--- config.mk ---
export PLATFORM = sky130hd
export DESIGN_NAME = ewps_top
export DESIGN_NICKNAME = d
export VERILOG_FILES = /design/src/rtl/ewps_pkg.sv /design/src/rtl/ewps_sync.sv /design/src/rtl/ewps_top.sv
export SDC_FILE = /design/constraint.sdc
export NUM_CORES = 1
export LEC_CHECK = 0
export BUFFER_PORTS_ARGS = -buffer_cell sky130_fd_sc_hd__buf_4
export CORE_AREA = 3 3 104 106
export DETAILED_ROUTE_END_ITERATION = 8
export DIE_AREA = 0 0 107 109
export PLACE_DENSITY_LB_ADDON = 0.05
export SYNTH_ARGS = -nofsm -noshare
export SYNTH_HDL_FRONTEND = slang
export SYNTH_SLANG_ARGS = --single-unit
--- constraint.sdc ---
create_clock -name i_clk -period 5 [get_ports i_clk]
set_input_delay 0.5 -clock i_clk [delete_from_list [all_inputs] [get_ports i_clk]]
set_output_delay 0.5 -clock i_clk [all_outputs]
set_load 0.01 [all_outputs]
--- src/rtl/ewps_pkg.sv ---
// Constants for the EEPROM write-protect and status block.
// Assumes an SPI mode-0 host; the system clock oversamples the serial pins.
// Notes on behaviour
// - Internal write completes only if the write enable latch was set at request.
// - Enable command sets latch, disable command clears it, regardless of protection.
// - Latch clears at power-up and after disable, accepted status write or accepted array write.
// - Read-status returns the status byte anytime, even during an internal write.
// - Status bit 0 is busy: one during internal write, read-only.
// - Status bit 1 mirrors the write enable latch, read-only.
// - Bits 3 and 2 are block-protect, nonvolatile, changed only by status write.
// - Status write updates only bits 7, 3, 2; bits 1 and 0 stay read-only.
// - Block-protect 00 none, 01 upper quarter, 10 upper half, 11 all; always enforced.
// - Status bit 7 enables the effect of the write-protect pin.
// - Hardware protection active only when pin low and bit 7 set.
// - Hardware protection blocks only status writes; unprotected array writes still allowed.
// - Internal write starts only if select rises after a whole byte count.
// - Array access during an internal write is ignored; programming continues.
// - Power-on: standby, deselected, latch clear, serial output high impedance.
// - Opcodes: enable 06, disable 04, read status 05, write status 01.
// - Latch sets only when select rises after all eight enable bits.
// - MSB first; sample on rising clock, update output after falling clock.
package ewps_pkg;
   localparam logic [7:0] EWPS_OP_WRITE_STATUS = 8'h01;
   localparam logic [7:0] EWPS_OP_WRITE_ARRAY = 8'h02;
   localparam logic [7:0] EWPS_OP_READ_ARRAY = 8'h03;
   localparam logic [7:0] EWPS_OP_DISABLE = 8'h04;
   localparam logic [7:0] EWPS_OP_READ_STATUS = 8'h05;
   localparam logic [7:0] EWPS_OP_ENABLE = 8'h06;
   localparam int EWPS_BIT_BUSY = 0;
   localparam int EWPS_BIT_LATCH = 1;
   localparam int EWPS_BIT_BP_LOW = 2;
   localparam int EWPS_BIT_BP_HIGH = 3;
   localparam int EWPS_BIT_PIN_EN = 7;
   localparam logic [7:0] EWPS_NV_MASK = 8'h8c;
   localparam logic [11:0] EWPS_QUARTER_BASE = 12'hc00;
   localparam logic [11:0] EWPS_HALF_BASE = 12'h800;
   localparam logic [1:0] EWPS_BP_NONE = 2'h0;
   localparam logic [1:0] EWPS_BP_QUARTER = 2'h1;
   localparam logic [1:0] EWPS_BP_HALF = 2'h2;
   localparam logic [5:0] EWPS_WRITE_ADDR_BITS = 6'h18;
   localparam logic [5:0] EWPS_BYTE_BITS = 6'h08;
   localparam int EWPS_CLK_MHZ = 125;
   localparam int EWPS_WRITE_TIME_US = 5000;
   localparam int EWPS_WRITE_CYCLES = EWPS_WRITE_TIME_US * EWPS_CLK_MHZ;
endpackage

--- src/rtl/ewps_sync.sv ---
// Two-flop synchroniser for the serial pins.
// Assumes inputs are asynchronous to i_clk.
`timescale 1ns/10ps
module ewps_sync #(
   parameter int WIDTH = 4
)
(
   input wire logic i_clk,
   input wire logic i_reset,
   input wire logic [WIDTH-1:0] i_async,
   input wire logic [WIDTH-1:0] i_rst_val,
   output logic [WIDTH-1:0] o_sync
);
   typedef struct packed
   {
      logic [WIDTH-1:0] meta;
      logic [WIDTH-1:0] sync;
   } ewps_sync_t;
   ewps_sync_t st_q;
   ewps_sync_t st_d;
   logic unused_rst;

   assign unused_rst = ^i_rst_val;

   always_comb
   begin
      st_d.meta = i_async;
      st_d.sync = st_q.meta;
   end

   // Reset takes constant ones so select and pins idle high
   always_ff @(posedge i_clk or posedge i_reset)
   begin
      if (i_reset)
      begin
         st_q <= '1;
      end
      else
      begin
         st_q <= st_d;
      end
   end

   assign o_sync = st_q.sync;
endmodule

--- src/rtl/ewps_top.sv ---
// Write-protect and status logic of a serial EEPROM, SPI mode 0.
// Assumes i_clk far faster than the serial clock; array engine sits outside.
`timescale 1ns/10ps
module ewps_top #(
   parameter int WRITE_CYCLES = ewps_pkg::EWPS_WRITE_CYCLES,
   parameter logic [7:0] NV_RESET = 8'h00
)
(
   input wire logic i_clk,
   input wire logic i_reset,
   input wire logic i_sck,
   input wire logic i_cs_n,
   input wire logic i_si,
   input wire logic i_wp_n,
   output logic o_so,
   output logic o_so_oe,
   output logic o_busy_flag,
   output logic o_latch_flag,
   output logic [7:0] o_protection_status,
   output logic o_array_write_start,
   output logic [11:0] o_array_write_addr,
   output logic o_array_write_refused
);
   // ****************************************
   // Types and state
   // ****************************************
   typedef enum logic [1:0] {EWPS_S_CMD, EWPS_S_BODY, EWPS_S_IGNORE} ewps_phase_t;

   typedef struct packed
   {
      ewps_phase_t phase;
      logic [7:0] opcode;
      logic [23:0] shift;
      logic [5:0] bit_cnt;
      logic [15:0] addr;
      logic [7:0] out_byte;
      logic [2:0] out_idx;
      logic so;
      logic so_oe;
      logic sck_prev;
      logic cs_prev;
      logic latch_flag;
      logic [7:0] nv_bits;
      logic nv_loaded;
      logic busy;
      logic [31:0] busy_cnt;
      logic whole_byte;
      logic data_seen;
      logic wr_start;
      logic wr_refused;
      logic [11:0] wr_addr;
   } ewps_state_t;

   ewps_state_t st_q;
   ewps_state_t st_d;
   logic [3:0] pins;
   logic sck;
   logic cs_n;
   logic si;
   logic wp_n;
   logic sck_rise;
   logic sck_fall;
   logic cs_rise;
   logic cs_fall;
   logic [7:0] status;
   logic hw_protect;

   // ****************************************
   // Pin synchronisation
   // ****************************************
   ewps_sync #(.WIDTH(4)) u_sync (
      .i_clk(i_clk),
      .i_reset(i_reset),
      .i_async({i_sck, i_cs_n, i_si, i_wp_n}),
      .i_rst_val(4'hf),
      .o_sync(pins)
   );

   assign sck = pins[3];
   assign cs_n = pins[2];
   assign si = pins[1];
   assign wp_n = pins[0];

   // ****************************************
   // Functions
   // ****************************************
   function automatic logic blk_prot(input logic [1:0] bp, input logic [11:0] a);
      logic r;
      r = 1'b1;
      if (bp == ewps_pkg::EWPS_BP_NONE)
      begin
         r = 1'b0;
      end
      else if (bp == ewps_pkg::EWPS_BP_QUARTER)
      begin
         r = (a >= ewps_pkg::EWPS_QUARTER_BASE);
      end
      else if (bp == ewps_pkg::EWPS_BP_HALF)
      begin
         r = (a >= ewps_pkg::EWPS_HALF_BASE);
      end
      return r;
   endfunction

   assign sck_rise = sck & ~st_q.sck_prev & ~cs_n;
   assign sck_fall = ~sck & st_q.sck_prev & ~cs_n;
   assign cs_rise = cs_n & ~st_q.cs_prev;
   assign cs_fall = ~cs_n & st_q.cs_prev;

   // Bits 6..4 read zero
   always_comb
   begin
      status = 8'h00;
      status[ewps_pkg::EWPS_BIT_PIN_EN] = st_q.nv_bits[ewps_pkg::EWPS_BIT_PIN_EN];
      status[ewps_pkg::EWPS_BIT_BP_HIGH] = st_q.nv_bits[ewps_pkg::EWPS_BIT_BP_HIGH];
      status[ewps_pkg::EWPS_BIT_BP_LOW] = st_q.nv_bits[ewps_pkg::EWPS_BIT_BP_LOW];
      status[ewps_pkg::EWPS_BIT_LATCH] = st_q.latch_flag;
      status[ewps_pkg::EWPS_BIT_BUSY] = st_q.busy;
   end

   assign hw_protect = ~wp_n & st_q.nv_bits[ewps_pkg::EWPS_BIT_PIN_EN];

   // ****************************************
   // Next state
   // ****************************************
   always_comb
   begin
      logic [23:0] sh;
      logic [11:0] a;
      sh = '0;
      a = '0;
      st_d = st_q;
      st_d.sck_prev = sck;
      st_d.cs_prev = cs_n;
      st_d.wr_start = 1'b0;
      st_d.wr_refused = 1'b0;
      // Strap-free nonvolatile model: load default once after reset
      if (!st_q.nv_loaded)
      begin
         st_d.nv_bits = NV_RESET & ewps_pkg::EWPS_NV_MASK;
         st_d.nv_loaded = 1'b1;
      end
      // Self-timed cycle runs regardless of bus activity
      if (st_q.busy)
      begin
         if (st_q.busy_cnt == 32'(WRITE_CYCLES - 1))
         begin
            st_d.busy = 1'b0;
            st_d.busy_cnt = '0;
         end
         else
         begin
            st_d.busy_cnt = st_q.busy_cnt + 32'h1;
         end
      end
      if (cs_fall)
      begin
         st_d.phase = EWPS_S_CMD;
         st_d.bit_cnt = '0;
         st_d.shift = '0;
         st_d.data_seen = 1'b0;
         st_d.whole_byte = 1'b0;
         st_d.so_oe = 1'b0;
      end
      if (sck_rise)
      begin
         sh = {st_q.shift[22:0], si};
         st_d.shift = sh;
         st_d.bit_cnt = st_q.bit_cnt + 6'h1;
         case (st_q.phase)
            EWPS_S_CMD:
            begin
               if (st_q.bit_cnt == ewps_pkg::EWPS_BYTE_BITS - 6'h1)
               begin
                  st_d.opcode = sh[7:0];
                  st_d.bit_cnt = '0;
                  st_d.whole_byte = 1'b1;
                  st_d.phase = EWPS_S_BODY;
                  if (sh[7:0] == ewps_pkg::EWPS_OP_READ_STATUS)
                  begin
                     st_d.out_byte = status;
                     st_d.out_idx = 3'h7;
                  end
                  else if (st_q.busy && sh[7:0] != ewps_pkg::EWPS_OP_ENABLE
                           && sh[7:0] != ewps_pkg::EWPS_OP_DISABLE)
                  begin
                     st_d.phase = EWPS_S_IGNORE;
                  end
               end
               else
               begin
                  st_d.whole_byte = 1'b0;
               end
            end
            EWPS_S_BODY:
            begin
               st_d.whole_byte = 1'b0;
               if (st_q.opcode == ewps_pkg::EWPS_OP_WRITE_ARRAY)
               begin
                  if (st_q.bit_cnt == ewps_pkg::EWPS_WRITE_ADDR_BITS - 6'h1)
                  begin
                     // First data byte completes together with the address
                     st_d.addr = sh[23:8];
                     st_d.bit_cnt = ewps_pkg::EWPS_WRITE_ADDR_BITS;
                     st_d.data_seen = 1'b1;
                     st_d.whole_byte = 1'b1;
                  end
                  else if (st_q.bit_cnt == ewps_pkg::EWPS_WRITE_ADDR_BITS + ewps_pkg::EWPS_BYTE_BITS - 6'h1)
                  begin
                     st_d.bit_cnt = ewps_pkg::EWPS_WRITE_ADDR_BITS;
                     st_d.data_seen = 1'b1;
                     st_d.whole_byte = 1'b1;
                  end
               end
               else if (st_q.bit_cnt == ewps_pkg::EWPS_BYTE_BITS - 6'h1)
               begin
                  st_d.bit_cnt = '0;
                  st_d.data_seen = 1'b1;
                  st_d.whole_byte = 1'b1;
                  st_d.out_byte = status;
                  st_d.out_idx = 3'h7;
               end
            end
            default:
            begin
               st_d.bit_cnt = '0;
            end
         endcase
      end
      if (sck_fall && st_q.phase == EWPS_S_BODY && st_q.opcode == ewps_pkg::EWPS_OP_READ_STATUS)
      begin
         st_d.so = st_q.out_byte[st_q.out_idx];
         st_d.so_oe = 1'b1;
         st_d.out_idx = st_q.out_idx - 3'h1;
      end
      if (cs_rise)
      begin
         st_d.so_oe = 1'b0;
         st_d.phase = EWPS_S_CMD;
         st_d.bit_cnt = '0;
         if (st_q.phase == EWPS_S_BODY && st_q.whole_byte)
         begin
            case (st_q.opcode)
               ewps_pkg::EWPS_OP_ENABLE:
               begin
                  if (!st_q.data_seen)
                  begin
                     st_d.latch_flag = 1'b1;
                  end
               end
               ewps_pkg::EWPS_OP_DISABLE:
               begin
                  if (!st_q.data_seen)
                  begin
                     st_d.latch_flag = 1'b0;
                  end
               end
               ewps_pkg::EWPS_OP_WRITE_STATUS:
               begin
                  if (st_q.data_seen && st_q.latch_flag && !hw_protect)
                  begin
                     st_d.nv_bits = st_q.shift[7:0] & ewps_pkg::EWPS_NV_MASK;
                     st_d.latch_flag = 1'b0;
                     st_d.busy = 1'b1;
                     st_d.busy_cnt = '0;
                  end
               end
               ewps_pkg::EWPS_OP_WRITE_ARRAY:
               begin
                  a = st_q.addr[11:0];
                  if (st_q.data_seen && st_q.latch_flag
                      && !blk_prot(st_q.nv_bits[3:2], a))
                  begin
                     st_d.latch_flag = 1'b0;
                     st_d.busy = 1'b1;
                     st_d.busy_cnt = '0;
                     st_d.wr_start = 1'b1;
                     st_d.wr_addr = a;
                  end
                  else if (st_q.data_seen)
                  begin
                     st_d.wr_refused = 1'b1;
                  end
               end
               default:
               begin
                  st_d.phase = EWPS_S_CMD;
               end
            endcase
         end
      end
   end

   // ****************************************
   // State register
   // ****************************************
   always_ff @(posedge i_clk or posedge i_reset)
   begin
      if (i_reset)
      begin
         st_q <= '0;
         st_q.sck_prev <= 1'b1;
         st_q.cs_prev <= 1'b1;
      end
      else
      begin
         st_q <= st_d;
      end
   end

   assign o_so = st_q.so;
   assign o_so_oe = st_q.so_oe;
   assign o_busy_flag = st_q.busy;
   assign o_latch_flag = st_q.latch_flag;
   assign o_protection_status = status;
   assign o_array_write_start = st_q.wr_start;
   assign o_array_write_addr = st_q.wr_addr;
   assign o_array_write_refused = st_q.wr_refused;
endmodule

* Yosys cells after proc, flatten, opt, wreduce, memory -nomap -nowiden
Index checks and enable logic that the tools add are counted.
** Storage, ports and cells
- Flip-flop bits (word level) :: 137
- Bits of input ports :: 6
- Output and inout port bits :: 26
- Logic and storage cells :: 159
** Operators by class
- Add/sub/neg operators :: 3
- Magnitude comparators :: 3
- Eq/ne operators :: 27
- Mux-type cells :: 66
- Bitwise operators :: 12
- Reduce and logical (&&, ||, !) cells :: 25
** Operator list (number)
- 33-bit two-way mux :: 5
- 67-bit two-way mux :: 1
- 33-bit one-hot mux with 2 select lines :: 1
- 16-bit two-way mux :: 3
- 11-bit two-way mux :: 4
- 14-bit two-way mux :: 3
- 32-bit by 1-bit adder with 32-bit output, second input constant :: 1
- 32-bit by 20-bit == test with 1-bit output, second input constant :: 1
- 8-bit by 3-bit == test with 1-bit output, second input constant :: 4
- 32-bit two-way mux :: 1
- 30-bit two-way mux :: 1
- 6-bit two-way mux :: 5
- 12-bit >= comparator, second input constant :: 2
- 8-bit two-way mux :: 3
- 11-bit one-hot mux with 2 select lines :: 1
- 10-bit two-way mux :: 2
- 2-bit two-way mux :: 10
- 1-bit two-way mux :: 18
- 9-bit two-way mux :: 2
- 8-bit by 3-bit inequality test with 1-bit output, second input constant :: 2
- 2-bit inequality test, second input constant :: 7
- 6-bit by 5-bit == test with 1-bit output, second input constant :: 2
- 12-bit two-way mux :: 1
- 6-bit one-hot mux with 2 select lines :: 1
- 27 further kinds :: 55

* Longest topological paths before layout
- Depth in word-level cells :: 13
- Mapped depth :: 9

* By module
Synthesis repeated with hierarchy kept, for this count alone.
** Second synthesis, totals
- Cells, all modules :: 517
- Area total of the unflattened synthesis :: 5733.0 um^2
** Modules (own cells, without submodules)
- ewps_top :: instances 1, cells an instance 508, area each 5519.0 um^2
- ewps_sync :: instances 1, cells an instance 9, area each 214.0 um^2

* Worst setup path before layout
No wires, ideal clock.
- Path kind :: reg2reg
- Start point :: reg u_sync.st_q (netlist bit u_sync.o_sync[3])
- End point :: reg st_q[120] (netlist bit)
- Setup time :: 0.125 ns
- Arrival time :: 2.212 ns
- Setup slack :: 2.663 ns
- Cell stages (with the launch flop) :: 6
- Path buffers :: 1
- Period minus slack after synthesis :: 2.337 ns
- Cells stage by stage :: dfstp_2 or3b_2 or4b_1 nor2_2 buf_4 mux2_2
** Between the ends
- Cells in the longest elaborated chain, start to end :: 3
** Ends and longest elaborated chain
- start, declared :: line ewps_sync.sv:19 : ewps_sync_t st_q;
- start signal, assigned :: line ewps_sync.sv:40 : st_q <= st_d;
- 1-bit bitwise AND (2 in series) :: line ewps_top.sv:105 : assign sck_rise = sck & ~st_q.sck_prev & ~cs_n;
- 3-bit AND reduction (no line)
- end signal, assigned :: line ewps_top.sv:307 : st_q <= st_d;
- end, declared :: line ewps_top.sv:54 : ewps_state_t st_q;
No other way between the ends.
A chain may end at the register's enable or synchronous reset.

* Final worst setup path
- Start point :: reg st_q[123] (netlist bit)
- End point :: reg st_q[79] (netlist bit)
** Between the ends
- Cells in the longest elaborated chain, start to end :: 2
** Ends and longest elaborated chain
- 8-bit by 2-bit == test with 1-bit output :: line ewps_top.sv:198 : if (st_q.opcode == ewps_pkg::EWPS_OP_WRITE_ARRAY)
- 4-bit AND reduction (no line)
No other way between the ends.

==> results.md <==
* # DRC at 0
* Fillers at 762
* Clock transition at path regs at 0.05 ns
* Final nets at 584
* Dpl cell area at 5829 µm²
* Pin count of the biggest net entering global routing at 70
* Drt wl/cell at 15.27 µm
* CP Launch Type: flop
* Biggest area consumer among synthesized cells: dfrtp_1
* Yosys top cell area share at 49.06%
* FF+latch count, synth at 121
* Post-Syn Area at 5662 µm²
* Htree depth at 4
* CTS Root Cell: clkbuf_8
* TritonCTS buffer count at 17
* Commonest cells after routing, fill and taps aside: 111 x dfrtp_1, 101 x nand2_1, 50 x nor2_1
* PortBufs at 28
* Num ports at 32
* CTS max path bufs at 2
* Placed insts at 687
* Vias at 4003
* Library cells used by synthesis at 61
* CTS tree: done
* HPWL Detailed at 7247 µm
* Max_cap viols at 0
* Clock latency on the worst-skew pair at 0.51 ns
* WHS Path Cells at 1
* Met1 Wirelength at 5085 µm
* Count of standard-cell rows at 36
* Min-delay src: i_si
* Post-synthesis cell count at 561
* Overall Global Routing Usage at 21.28%
* R2r setup slk at 2.37 ns
* Synth-to-Final Area Change at 13.68%
* Final Instance Area at 6436 µm²
* Unrepaired setup endpoints after global routing: no
* RePlAce Congestion at 0.8984
* Sequential fraction of the synthesis area at 53.70%
* Final WL at 10980 µm
* DR vias/cell at 5.567
* Ys flop type: dfrtp_1
* Final setup vio count at 0
* TritonRoute pass-1 iters at 5
* Outcome: completed
* Met3 routed WL at 436 µm
* Synth async-reset ratio at 100.0%
* First-pass GRT wire length at 19220 µm
* ANT nets after route at 0
* Kind of critical path: flop to flop
* Crit path max-delay family: simple AND/OR/NAND/NOR gates
* CP max FO at 12
* Top area cells in the synthesized netlist: dfrtp_1 49%, nand2_1 6.7%, mux2_2 5.2%, dfstp_2 4.6%, nor2_1 3.3%
* Hold-critical path endpoint: u_sync.st_d[1]
* Synth warn at 0
* Non-filler cells, final at 719
* Antenna cells at 0
* Initial DRC Count at 233
* Reg-to-reg endpoint: st_q[79]
* Initial antenna violation count at 0
* Period utilization at 52.54%
* Fin crit period at 2.627 ns
* P_leak at 2.999 nW
* Top Layer Used: met4
* Setup Fix Bufs, Post-CTS at 0
* CP max-delay cell: nand4b_1
* TNS Setup at 0 ns
* Number of synthesized flops with an enable pin at 0
* Maximum vdd drop at 0.2652 mV
* Worst-path cell chain: or4_4 -> nor3_1 -> nand4b_1 -> mux2_2
* Post-CTS sizing at 0
* Setup crit end kind: flop
* Most common cell after layout, fill and taps aside: dfrtp_1
* Max Clock Skew at 0.008067 ns
* Critical path required time at 5.39 ns
* Hold_buf cts at 0
* CP Launch Point: st_q[123]
* Die width at 107 µm
* Vias in the first global route at 4026
* WP data arrival at 3.02 ns
* FMAX at 0.3806 GHz
* Final-report max-slew violation count at 0
* Final Hold Viols at 0
* Initial Util at 57.39%
* R2R depth at 4
* CP bufs+invs at 0
* R2R Path Start: st_q[123]
* Layout cell share with drive strength beyond 1 at 18.94%
* HP Class: input pin to flop
* Rel. slew slack at 43.44%
* Core box area at 9864 µm²
* Die area at 11660 µm²
* Slew @ Worst Pin at 0.8433 ns
* Post-Syn Area per Cell at 10.09 µm²
* Die height at 109 µm
* Max incr delay on CP at 0.66 ns
* Met2 Wirelength at 5281 µm
* CTS Sinks at 121
* Congestion Overflow GR at 0
* Pwr/cell area at 351.8 nW/µm²
## flip-flops by register name, indices dropped and copies added (netlist names)
name                   cells
o_array_write_addr        12
o_array_write_refused      1
o_array_write_start        1
o_busy_flag                1
o_latch_flag               1
o_protection_status        3
o_so                       1
o_so_oe                    1
st_q                      92
u_sync.o_sync              4
u_sync.st_d                4
## worst reg2reg max path, stage by stage, from the launching register on
cell	delay, ns
dfrtp_1	0.38
or4_4	0.59
nor3_1	0.36
nand4b_1	0.66
mux2_2	0.53
## worst max-delay path by stage
stage                     slack (ns)                    end  cells past startpoint
after global placement          2.41               st_q[78]                      4
final                           2.37               st_q[79]                      4
after global routing            2.21               st_q[82]                      4
after floorplan                 1.30  o_array_write_addr[0]                      1
after detailed placement        2.36               st_q[79]                      4
after CTS                       2.34               st_q[74]                      4
## cells by family (layout without fill, tap and decap cells)
logic type,count (synthesis),after routing,synth area share [%]
AND/OR/NAND/NOR,260,260,22.56
flip-flops,121,121,53.70
AO/OA/AOI/OAI,56,56,6.033
XOR/XNOR,31,31,4.796
multiplexers,30,30,6.188
buffers and inverters,56,79,5.481
other,2,4,0.1326
adder cells (fa/ha/maj),5,5,1.105
## area by class of cell
type	instances	area (µm²)	area share [%]
Inverter	15	58.81	0.9137
Timing Repair Buffer	32	240.2	3.732
Multi-Input combinational cell	386	2323	36.10
Clock buffer	25	494.2	7.679
Tap cell	133	166.4	2.586
Sequential cell	121	3040	47.24
Clock inverter	7	112.6	1.750
## per-stage QoR
stage / worst slack (ns) / utilization [%] / hold WS (ns) / total power, W
after floorplan: 1.302 / - / 0.3452 / 0.001042
after global placement: 2.411 / 59.09 / 0.3454 / 0.001056
after detailed placement: 2.356 / 59.09 / 0.3475 / 0.001056
after CTS: 2.340 / 65.25 / 0.05585 / 0.002298
after global routing: 2.214 / 65.25 / 0.06455 / 0.002351
final: 2.373 / 65.25 / 0.08999 / 0.002264
## power by group
group / switching, W / total (W) / leakage, nW / internal [W]
Clock: 0.000403 / 0.00123 / 0.298 / 0.000823
Sequential: 0.00000613 / 0.000997 / 1.65 / 0.000991
Combinational: 0.0000329 / 0.0000412 / 1.05 / 0.00000831
## synthesized netlist by cell type, types with 3 or more instances
| master | n |
|---|---|
| xor2_1 | 14 |
| dfstp_2 | 10 |
| a21oi_1 | 4 |
| ha_1 | 5 |
| or3_1 | 4 |
| buf_2 | 5 |
| inv_1 | 15 |
| nor2_1 | 50 |
| and4_1 | 5 |
| xnor2_1 | 17 |
| nand3_1 | 20 |
| o21ai_0 | 30 |
| mux2_2 | 26 |
| nor4_1 | 15 |
| buf_4 | 23 |
| clkbuf_1 | 11 |
| or4_1 | 3 |
| nand2b_1 | 4 |
| nor4b_1 | 3 |
| dfrtp_1 | 111 |
| nand4b_1 | 3 |
| and3_1 | 6 |
| nor3_1 | 14 |
| a211oi_1 | 3 |
| nand4_1 | 15 |
| nand2_1 | 101 |
| or3b_2 | 3 |
## per-layer routing
| metal | up-vias | global-route usage [%] |
|---|---|---|
| met2 | 95 | 33.77 |
| met4 | 0 | 8.858 |
| met3 | 19 | 6.157 |
| li1 | 1943 | - |
| met5 | - | 0 |
| met1 | 1946 | 27.61 |
No activity file was read; power rests on OpenSTA's default activity.
